$ cat src/logic/qpos_pkg.sv
// Package of constants for the quadrature position and speed block.
package qpos_pkg;
    // ==========================================================
    // Register byte offsets
    localparam logic [7:0] ADDR_CTRL   = 8'h00;
    localparam logic [7:0] ADDR_LINES  = 8'h04;
    localparam logic [7:0] ADDR_KSCALE = 8'h08;
    localparam logic [7:0] ADDR_ASCALE = 8'h0C;
    localparam logic [7:0] ADDR_POS    = 8'h10;
    localparam logic [7:0] ADDR_IDXPOS = 8'h14;
    localparam logic [7:0] ADDR_DPULSE = 8'h18;
    localparam logic [7:0] ADDR_DTIME  = 8'h1C;
    localparam logic [7:0] ADDR_SPEED  = 8'h20;
    localparam logic [7:0] ADDR_STATUS = 8'h24;
    localparam logic [7:0] ADDR_MASK   = 8'h28;
    // ==========================================================
    // Field positions
    localparam int CTRL_BYPASS = 0;
    localparam int CTRL_ZERO   = 1;
    localparam int CTRL_SPDEN  = 2;
    localparam int ST_IDXERR   = 0;
    localparam int ST_SPEED    = 1;
    // ==========================================================
    // Reset values
    localparam logic [15:0] LINES_RST  = 16'h0400;
    localparam logic [15:0] KSCALE_RST = 16'h0001;
    localparam logic [15:0] ASCALE_RST = 16'h0008;
    localparam logic [1:0]  MASK_RST   = 2'h0;
    // ==========================================================
    // Timing: speed period in microseconds, clock rate in MHz.
    localparam int unsigned CLK_MHZ      = 25;
    localparam int unsigned TB_PERIOD_US = 900;
    localparam int unsigned TB_CYCLES    = TB_PERIOD_US * CLK_MHZ;
    localparam logic [15:0] SPEED_MAX    = 16'h7FFF;
    localparam logic [5:0]  DIV_LAST     = 6'h1F;
    typedef enum logic {DIV_IDLE, DIV_RUN} div_st_t;
endpackage

$ cat src/logic/quad_step.sv
// Quadrature phase decoder producing count steps and direction.
`timescale 1ns/1ns
`default_nettype none
module quad_step
    import qpos_pkg::*;
(
    input  wire logic hclk,    // System clock.
    input  wire logic hresetn, // Asynchronous reset, active low.
    input  wire logic pha,     // Encoder phase A.
    input  wire logic phb,     // Encoder phase B.
    output logic      step,    // One-cycle count pulse.
    output logic      up,      // Direction of that step.
    output logic      a_edge   // One-cycle pulse on any phase A edge.
);
    typedef struct packed {
        logic primed;
        logic pa;
        logic pb;
        logic step;
        logic up;
        logic aedge;
    } qs_t;
    qs_t r_r;
    qs_t r_nxt;

    // ==========================================================
    // Decode: one step per phase edge, direction from phase order.
    always_comb begin
        r_nxt = r_r;
        r_nxt.primed = 1'b1;
        r_nxt.pa = pha;
        r_nxt.pb = phb;
        // A simultaneous change of both phases is illegal and is dropped.
        r_nxt.step = r_r.primed && ((pha ^ r_r.pa) ^ (phb ^ r_r.pb));
        r_nxt.up = pha ^ r_r.pb;
        r_nxt.aedge = r_r.primed && (pha ^ r_r.pa);
    end

    always_ff @(posedge hclk or negedge hresetn) begin
        if (!hresetn) begin
            r_r <= '0;
        end else begin
            r_r <= r_nxt;
        end
    end

    assign step = r_r.step;
    assign up = r_r.up;
    assign a_edge = r_r.aedge;
endmodule // quad_step
`default_nettype wire

$ cat src/logic/speed_time_base.sv
// Periodic time base that triggers each speed calculation.
`timescale 1ns/1ns
`default_nettype none
module speed_time_base
    import qpos_pkg::*;
#(
    parameter int unsigned CYCLES = TB_CYCLES // Clock cycles per period.
) (
    input  wire logic hclk,    // System clock.
    input  wire logic hresetn, // Asynchronous reset, active low.
    output logic      tick     // One-cycle pulse once per period.
);
    typedef struct packed {
        logic [15:0] cnt;
        logic        tick;
    } tb_t;
    tb_t r_r;
    tb_t r_nxt;

    // ==========================================================
    // Free-running divider; the pulse ends each period.
    always_comb begin
        r_nxt = r_r;
        r_nxt.tick = (r_r.cnt == 16'(CYCLES - 1));
        r_nxt.cnt = r_nxt.tick ? 16'h0000 : r_r.cnt + 16'h0001;
    end

    always_ff @(posedge hclk or negedge hresetn) begin
        if (!hresetn) begin
            r_r <= '0;
        end else begin
            r_r <= r_nxt;
        end
    end

    assign tick = r_r.tick;
endmodule // speed_time_base
`default_nettype wire

$ cat src/logic/qpos_speed.sv
// Quadrature position and speed sensing with AHB-Lite register access.
`timescale 1ns/1ns
`default_nettype none
module qpos_speed
    import qpos_pkg::*;
#(
    parameter int unsigned TB_CYC = TB_CYCLES // Cycles per speed period.
) (
    input  wire logic        hclk,      // System clock.
    input  wire logic        hresetn,   // Asynchronous reset, active low.
    input  wire logic        hsel,      // Slave select.
    input  wire logic [31:0] haddr,     // Byte address.
    input  wire logic [1:0]  htrans,    // Transfer type.
    input  wire logic        hwrite,    // Write when high.
    input  wire logic [2:0]  hsize,     // Transfer size.
    input  wire logic [31:0] hwdata,    // Write data.
    input  wire logic        hready,    // Bus ready.
    output logic      [31:0] hrdata,    // Read data.
    output logic             hreadyout, // Slave ready.
    output logic             hresp,     // Always OKAY.
    input  wire logic        enc_a,     // Encoder phase A.
    input  wire logic        enc_b,     // Encoder phase B.
    input  wire logic        enc_idx,   // Encoder index pulse.
    output logic             irq,       // Level interrupt.
    output logic      [15:0] angle,     // Rotor angle, signed fraction.
    output logic      [15:0] speed      // Last computed speed.
);
    typedef struct packed {
        logic [15:0] pos;
        logic [15:0] idx_pos;
        logic        idx_seen;
        logic        idx_prev;
        logic [15:0] pcnt;
        logic [15:0] icnt;
        logic        half;
        logic [15:0] cap_p;
        logic [15:0] cap_i;
        logic [15:0] prev_p;
        logic [15:0] prev_i;
        logic [15:0] dpul;
        logic [15:0] dtim;
        logic        armed;
        logic [15:0] speed;
        logic [31:0] dvd;
        logic [16:0] rem;
        logic [5:0]  cnt;
        logic        neg;
        div_st_t     st;
        logic        bypass;
        logic        spd_en;
        logic [15:0] lines;
        logic [15:0] kscale;
        logic [15:0] ascale;
        logic [1:0]  status;
        logic [1:0]  mask;
        logic        irq;
        logic [31:0] hrdata;
        logic        wr_pend;
        logic [7:0]  waddr;
        logic [15:0] angle;
        logic        rdy;
    } state_t;

    state_t r_r;
    state_t r_nxt;
    logic   step;
    logic   up;
    logic   a_edge;
    logic   tick;

    // ==========================================================
    // First stage decoder and the periodic trigger.
    quad_step u_dec (
        .hclk    (hclk),
        .hresetn (hresetn),
        .pha     (enc_a),
        .phb     (enc_b),
        .step    (step),
        .up      (up),
        .a_edge  (a_edge)
    );

    speed_time_base #(.CYCLES(TB_CYC)) u_tb (
        .hclk    (hclk),
        .hresetn (hresetn),
        .tick    (tick)
    );

    // ==========================================================
    // Read multiplexer; unmapped offsets read as zero.
    function automatic logic [31:0] rd_mux(input state_t s, input logic [7:0] a);
        logic [31:0] d;
        d = 32'h0000_0000;
        unique case (a)
            ADDR_CTRL:   d = {29'h0, s.spd_en, 1'b0, s.bypass};
            ADDR_LINES:  d = {16'h0, s.lines};
            ADDR_KSCALE: d = {16'h0, s.kscale};
            ADDR_ASCALE: d = {16'h0, s.ascale};
            ADDR_POS:    d = {16'h0, s.pos};
            ADDR_IDXPOS: d = {16'h0, s.idx_pos};
            ADDR_DPULSE: d = {16'h0, s.dpul};
            ADDR_DTIME:  d = {16'h0, s.dtim};
            ADDR_SPEED:  d = {16'h0, s.speed};
            ADDR_STATUS: d = {30'h0, s.status};
            ADDR_MASK:   d = {30'h0, s.mask};
            default:     d = 32'h0000_0000;
        endcase
        return d;
    endfunction

    logic        ap;
    logic        zero_wr;
    logic        idx_rise;
    logic        capture;
    logic        trig;
    logic [15:0] limit;
    logic [15:0] dp;
    logic [15:0] mag;
    logic [16:0] tmp;
    logic [31:0] prod;
    logic [1:0]  st_set;
    logic [1:0]  st_clr;
    logic [15:0] sat;

    assign ap = hsel && htrans[1] && hready;
    assign zero_wr = r_r.wr_pend && (r_r.waddr == ADDR_CTRL) && hwdata[CTRL_ZERO];
    assign idx_rise = enc_idx && !r_r.idx_prev;
    assign trig = tick && r_r.spd_en;
    assign capture = a_edge && r_r.armed && !trig;
    assign limit = 16'((r_r.lines << 2) - 16'h0001);

    // ==========================================================
    // Next-state logic for the whole block.
    always_comb begin
        r_nxt = r_r;
        st_set = 2'h0;
        st_clr = 2'h0;
        dp = 16'h0000;
        mag = 16'h0000;
        tmp = 17'h00000;
        prod = 32'h0000_0000;
        sat = 16'h0000;
        r_nxt.rdy = 1'b1;
        r_nxt.idx_prev = enc_idx;

        // Bus slave: latch the address phase, act in the data phase.
        r_nxt.wr_pend = ap && hwrite;
        if (ap) begin
            r_nxt.waddr = haddr[7:0];
        end
        if (ap && !hwrite) begin
            r_nxt.hrdata = rd_mux(r_r, haddr[7:0]);
        end
        if (r_r.wr_pend) begin
            unique case (r_r.waddr)
                ADDR_CTRL: begin
                    r_nxt.bypass = hwdata[CTRL_BYPASS];
                    r_nxt.spd_en = hwdata[CTRL_SPDEN];
                end
                ADDR_LINES:  r_nxt.lines = hwdata[15:0];
                ADDR_KSCALE: r_nxt.kscale = hwdata[15:0];
                ADDR_ASCALE: r_nxt.ascale = hwdata[15:0];
                ADDR_STATUS: st_clr = hwdata[1:0];
                ADDR_MASK:   r_nxt.mask = hwdata[1:0];
                default: ;
            endcase
        end

        // Position counter fed by the decoder's step and direction.
        if (zero_wr) begin
            r_nxt.pos = 16'h0000;
            r_nxt.idx_seen = 1'b0;
        end else if (step) begin
            if (up) begin
                // Reload to zero on an up step taken at the compare limit.
                r_nxt.pos = (r_r.pos == limit) ? 16'h0000 : r_r.pos + 16'h0001;
            end else begin
                r_nxt.pos = (r_r.pos == -limit) ? 16'h0000 : r_r.pos - 16'h0001;
            end
        end

        // Index check; bypass skips it, so no index position is stored or compared.
        if (idx_rise && !r_r.bypass && !zero_wr) begin
            if (!r_r.idx_seen) begin
                r_nxt.idx_seen = 1'b1;
                r_nxt.idx_pos = r_r.pos;
            end else if (r_r.pos != r_r.idx_pos) begin
                st_set[ST_IDXERR] = 1'b1;
            end
        end

        // Scaled angle; the scale is 32768 over the counts per turn.
        prod = 32'($signed(r_r.pos) * $signed(r_r.ascale));
        r_nxt.angle = prod[15:0];

        // Pulse and interval timers; the half-rate interval keeps a
        // 900 us period near 11250 counts, under the signed limit.
        if (step) begin
            r_nxt.pcnt = up ? r_r.pcnt + 16'h0001 : r_r.pcnt - 16'h0001;
        end
        r_nxt.half = !r_r.half;
        if (r_r.half) begin
            r_nxt.icnt = r_r.icnt + 16'h0001;
        end

        // Capture both timers together on the first armed phase A edge.
        if (capture) begin
            r_nxt.cap_p = r_r.pcnt;
            r_nxt.cap_i = r_r.icnt;
            r_nxt.armed = 1'b0;
        end

        // Speed trigger: differences, save, re-arm, start the divide.
        if (trig) begin
            dp = r_r.cap_p - r_r.prev_p;
            r_nxt.dpul = dp;
            r_nxt.dtim = r_r.cap_i - r_r.prev_i;
            r_nxt.prev_p = r_r.cap_p;
            r_nxt.prev_i = r_r.cap_i;
            r_nxt.armed = 1'b1;
            r_nxt.neg = dp[15];
            mag = dp[15] ? -dp : dp;
            r_nxt.dvd = r_r.kscale * mag;
            r_nxt.rem = 17'h00000;
            r_nxt.cnt = 6'h00;
            if (r_nxt.dtim == 16'h0000) begin
                // No edge in the window: the shaft is treated as stopped.
                r_nxt.speed = 16'h0000;
                r_nxt.st = DIV_IDLE;
                st_set[ST_SPEED] = 1'b1;
            end else begin
                r_nxt.st = DIV_RUN;
            end
        end else begin
            unique case (r_r.st)
                DIV_IDLE: ;
                DIV_RUN: begin
                    // One quotient bit per cycle, 32 cycles per result.
                    tmp = {r_r.rem[15:0], r_r.dvd[31]};
                    if (tmp >= {1'b0, r_r.dtim}) begin
                        r_nxt.rem = tmp - {1'b0, r_r.dtim};
                        r_nxt.dvd = {r_r.dvd[30:0], 1'b1};
                    end else begin
                        r_nxt.rem = tmp;
                        r_nxt.dvd = {r_r.dvd[30:0], 1'b0};
                    end
                    r_nxt.cnt = r_r.cnt + 6'h01;
                    if (r_r.cnt == DIV_LAST) begin
                        // Saturate rather than wrap on an over-range quotient.
                        sat = (|r_nxt.dvd[31:15]) ? SPEED_MAX : r_nxt.dvd[15:0];
                        r_nxt.speed = r_r.neg ? -sat : sat;
                        r_nxt.st = DIV_IDLE;
                        st_set[ST_SPEED] = 1'b1;
                    end
                end
            endcase
        end

        // Sticky status: a set in the same cycle beats the clear.
        r_nxt.status = (r_r.status & ~st_clr) | st_set;
        r_nxt.irq = |(r_nxt.status & r_nxt.mask);
    end

    always_ff @(posedge hclk or negedge hresetn) begin
        if (!hresetn) begin
            r_r <= '0;
            r_r.lines <= LINES_RST;
            r_r.kscale <= KSCALE_RST;
            r_r.ascale <= ASCALE_RST;
            r_r.mask <= MASK_RST;
            r_r.st <= DIV_IDLE;
        end else begin
            r_r <= r_nxt;
        end
    end

    assign hrdata = r_r.hrdata;
    assign hreadyout = r_r.rdy;
    assign hresp = 1'b0;
    assign irq = r_r.irq;
    assign angle = r_r.angle;
    assign speed = r_r.speed;
endmodule // qpos_speed
`default_nettype wire

$ cat config.mk
export PLATFORM = sky130hd
export DESIGN_NAME = qpos_speed
export DESIGN_NICKNAME = d
export VERILOG_FILES = /design/src/logic/qpos_pkg.sv /design/src/logic/quad_step.sv /design/src/logic/speed_time_base.sv /design/src/logic/qpos_speed.sv
export SDC_FILE = /design/constraint.sdc
export NUM_CORES = 2
export LEC_CHECK = 0
export ABC_CLOCK_PERIOD_IN_PS = 9300
export BUFFER_PORTS_ARGS = -buffer_cell sky130_fd_sc_hd__buf_2
export CORE_ASPECT_RATIO = 1.1
export CORE_MARGIN = 10
export CORE_UTILIZATION = 45
export DETAILED_ROUTE_END_ITERATION = 10
export GPL_TIMING_DRIVEN = 1
export PLACE_DENSITY = 0.64
export SLEW_MARGIN = 30
export SYNTH_ARGS = -nofsm -noshare
export SYNTH_HDL_FRONTEND = slang
export SYNTH_HIERARCHICAL = 1
export SYNTH_SLANG_ARGS = --single-unit
$ cat constraint.sdc
create_clock -name hclk -period 9.3 [get_ports hclk]
set_input_delay 0.93 -clock hclk [delete_from_list [all_inputs] [get_ports hclk]]
set_output_delay 0.93 -clock hclk [all_outputs]
set_load 0.02 [all_outputs]
==> run summary <==
P_sw: 1340 uW
# diodes: 0
Internal: 3080 uW
worst slew pin tran: 0.946 ns
Syn Std Cell Area: 33100 um^2
critical path startpoint category: flop
antenna violations before repair: 0
First DRT Iteration DRCs: 1885
Pre-antenna DRT Iters: 9
routed wire length per instance: 18.9 um
Setup Viol. Count Final: 0
initial core utilization: 45.3%
filler cell count: 6910
die area: 84800 um^2
synth unique cells: 92
Syn Area/Cell: 9.22 um^2
PD cells: 124 nW/um^2
Synth Instances: 3588
outcome: completed
CP Max Fanout: 5
largest net degree at the start of global routing: 125
Max H-tree Level: 2
post-synthesis sequential area ratio: 26.9%
GPL Wtd Cong: 0.878
max-cap viol count: 0
die height: 304 um
RSZ-0062 raised after global routing: no
Reg area: 8890 um^2
Die X-Extent: 279 um
switching share of power: 30.4%
slowest stage delay, CP: 0.61 ns
total power draw: 4420 uW
final hold viol count: 0
# clock sinks: 355
#FFs+latches synth: 355
Setup Skew: 0.00993 ns
Worst Path Arrival: 9.38 ns
Tcrit/Tclk final: 95.8%
fin crit period: 8.91 ns
CTS root buffer: clkbuf_16
DRC viols: 0
Combinational Power Share: 19.6%
Setup crit end kind: flop
leakage power: 0.0175 uW
Multi-input gate area: 21500 um^2
min-delay worst type: in2async
FF-to-FF End: r_r[161]$_DFFE_PN0P_
hold-fix buffers at CTS: 0
clock slew at reported path FFs: 0.06 ns
gr ovfl total: 0
async set-reset flop share out of synthesis: 100%
FP Rows: 104
hpwl dp: 64200 um
Crit Path Category: reg2reg
synth warn: 6
area growth from synthesis to layout: 8.07%
WP data required: 9.77 ns
clock network power share: 40.6%
Slew Limit Fails: 0
sequential share of power: 39.8%
Top cell by count, worst path: fa_1
worst reg2reg setup slack: 0.39 ns
peak supply drop: 111 uV
Worst Reg-to-Reg Cells: 33
io pins: 144
r2r startpoint: r_r[267]$_DFFE_PN0P_
first-pass GRT wire length: 139000 um
I/O Buffers: 82
final WL: 86100 um
GRT Total Usage: 20.3%
setup TNS: 0 ns
Worst slew margin: 36.9%
Core Region: 73000 um^2
CTS buffer count: 44
share of post-route cells with drive strength above 1: 11.2%
Critical-path top delay cell: fa_1
CTS tree: yes
clock buffer depth: 3
number of flops mapped to enable cells by yosys: 0
via/cell ratio: 5.53
fin nets: 4151
Vias: 25200
Final ANT Viol Nets: 0
Worst-Skew Late Latency: 0.58 ns
Primary FF master, synth: dfrtp_1
FMAX: 0.112 GHz
vias in the first global route: 25300
-- logic make-up (layout without fill, tap and decap cells) --
logic type,after synthesis,in the layout,synth area share [%]
buffers and inverters,680,670,8.65
AOI/OAI and AO/OA,573,573,11.6
DFF,355,355,26.9
muxes,166,166,5.46
adders and majority gates,511,511,25.6
xor gates and xnor gates,201,201,5.34
other,3,19,0.0340
and+or+nand+nor,1099,1099,16.4
-- area by class of cell --
type	instances	area share (%)
tap	954	3.34
multi-input combinational	2569	60.2
timing repair buffer	155	2.86
clock inverter	21	0.787
clock buffer	56	3.41
inverter	438	4.60
sequential	355	24.9
-- sequential cells by signal, summed over array words and instances (netlist names) --
signal / cells
hrdata: 16
irq: 1
u_tb/r_r: 16
speed: 16
hreadyout: 1
u_dec/step: 1
angle: 16
u_dec/r_r: 3
u_dec/up: 1
r_r: 282
u_dec/a_edge: 1
u_tb/tick: 1
-- worst max-delay path: cells and delay by family (launching register included) --
family                     cells  cell delay, ns
AOI/OAI and AO/OA             12            2.59
xor gates and xnor gates       2            0.37
muxes                          1            0.13
and+or+nand+nor                3            0.59
buffers and inverters          6            0.49
DFF                            1            0.35
adders and majority gates      9            4.29
-- timing repair --
action,4_1_cts,5_1_grt
setup endpoints to repair,0,12
setup buffers,0,1
resized for setup,0,12
-- power by group through the flow --
stage	logic, uW	clock network, uW	registers [uW]
after CTS	869	1840	1760
final	866	1800	1760
after floorplan	675	0	1720
after global routing	962	1900	1770
after global placement	853	0	1780
after detailed placement	864	0	1790
-- worst max path at each step --
stage	startpoint	to	slack [ns]	cells past startpoint
floorplan	r_r[267]$_DFFE_PN0P_	r_r[163]$_DFFE_PN0P_	0.61	33
finish	r_r[267]$_DFFE_PN0P_	r_r[161]$_DFFE_PN0P_	0.39	33
global route	r_r[267]$_DFFE_PN0P_	r_r[163]$_DFFE_PN0P_	0.05	33
global placement	r_r[267]$_DFFE_PN0P_	r_r[163]$_DFFE_PN0P_	0.26	33
detailed placement	r_r[267]$_DFFE_PN0P_	r_r[163]$_DFFE_PN0P_	0.18	33
CTS	r_r[267]$_DFFE_PN0P_	r_r[163]$_DFFE_PN0P_	0.14	33
-- routing by layer --
| metal | share of wire (%) | global-route usage (%) |
|---|---|---|
| met2 | 46 | 32.8 |
| met5 | 0 | 0 |
| met4 | 2.3 | 5.27 |
| met1 | 45 | 27.7 |
| met3 | 7.0 | 3.83 |
-- cell usage after synthesis (all sizes together) (21+ instances only) --
cell type / instances / area (um^2)
mux2i: 50 / 500
mux2: 116 / 1310
xor2: 79 / 699
xnor2: 122 / 1070
nor2b: 38 / 238
nand3: 60 / 300
a211oi: 21 / 163
nor4: 26 / 193
clkbuf: 137 / 517
nor2: 151 / 567
nor3: 68 / 340
nand2: 425 / 1600
fa: 277 / 5550
or3: 37 / 236
a21oi: 106 / 531
nand2b: 33 / 206
dfrtp: 352 / 8810
buf: 105 / 699
o21ai: 170 / 855
and2: 155 / 970
inv: 437 / 1640
a22oi: 34 / 255
and3: 24 / 150
ha: 234 / 2930
a21o: 33 / 248
nand4: 24 / 165
-- placed cells by master (no fill, tap or decap), types with 18 or more instances in the layout --
master,count
o21ai_0,168
mux2_2,116
dfrtp_1,351
a21oi_1,105
xor2_1,78
clkbuf_16,45
and3_1,24
inv_1,437
mux2i_1,50
xnor2_1,121
nand2b_1,33
and2_1,154
nand2_1,424
nand4_1,23
nor2b_1,38
a21o_1,33
nor3_1,64
fa_1,277
ha_1,233
buf_2,81
a22oi_1,34
conb_1,19
nand3_1,60
or3_1,36
a211oi_1,18
nor4_1,22
nor2_1,150
buf_4,68
-- metrics by stage --
stage	hold slack, ns	util [%]	std cells	setup slack [ns]	instance area [um^2]
6_report	0.200	49.0	4548	0.391	35800
5_1_grt	0.202	49.0	4548	0.0478	35800
4_1_cts	0.452	48.8	4545	0.144	35600
3_5_place_dp	0.456	46.8	4468	0.176	34100
3_3_place_gp	0.453	46.8	4468	0.261	34100
2_1_floorplan	0.416	-	3604	0.610	33100
(Power assumes the default switching activity.)
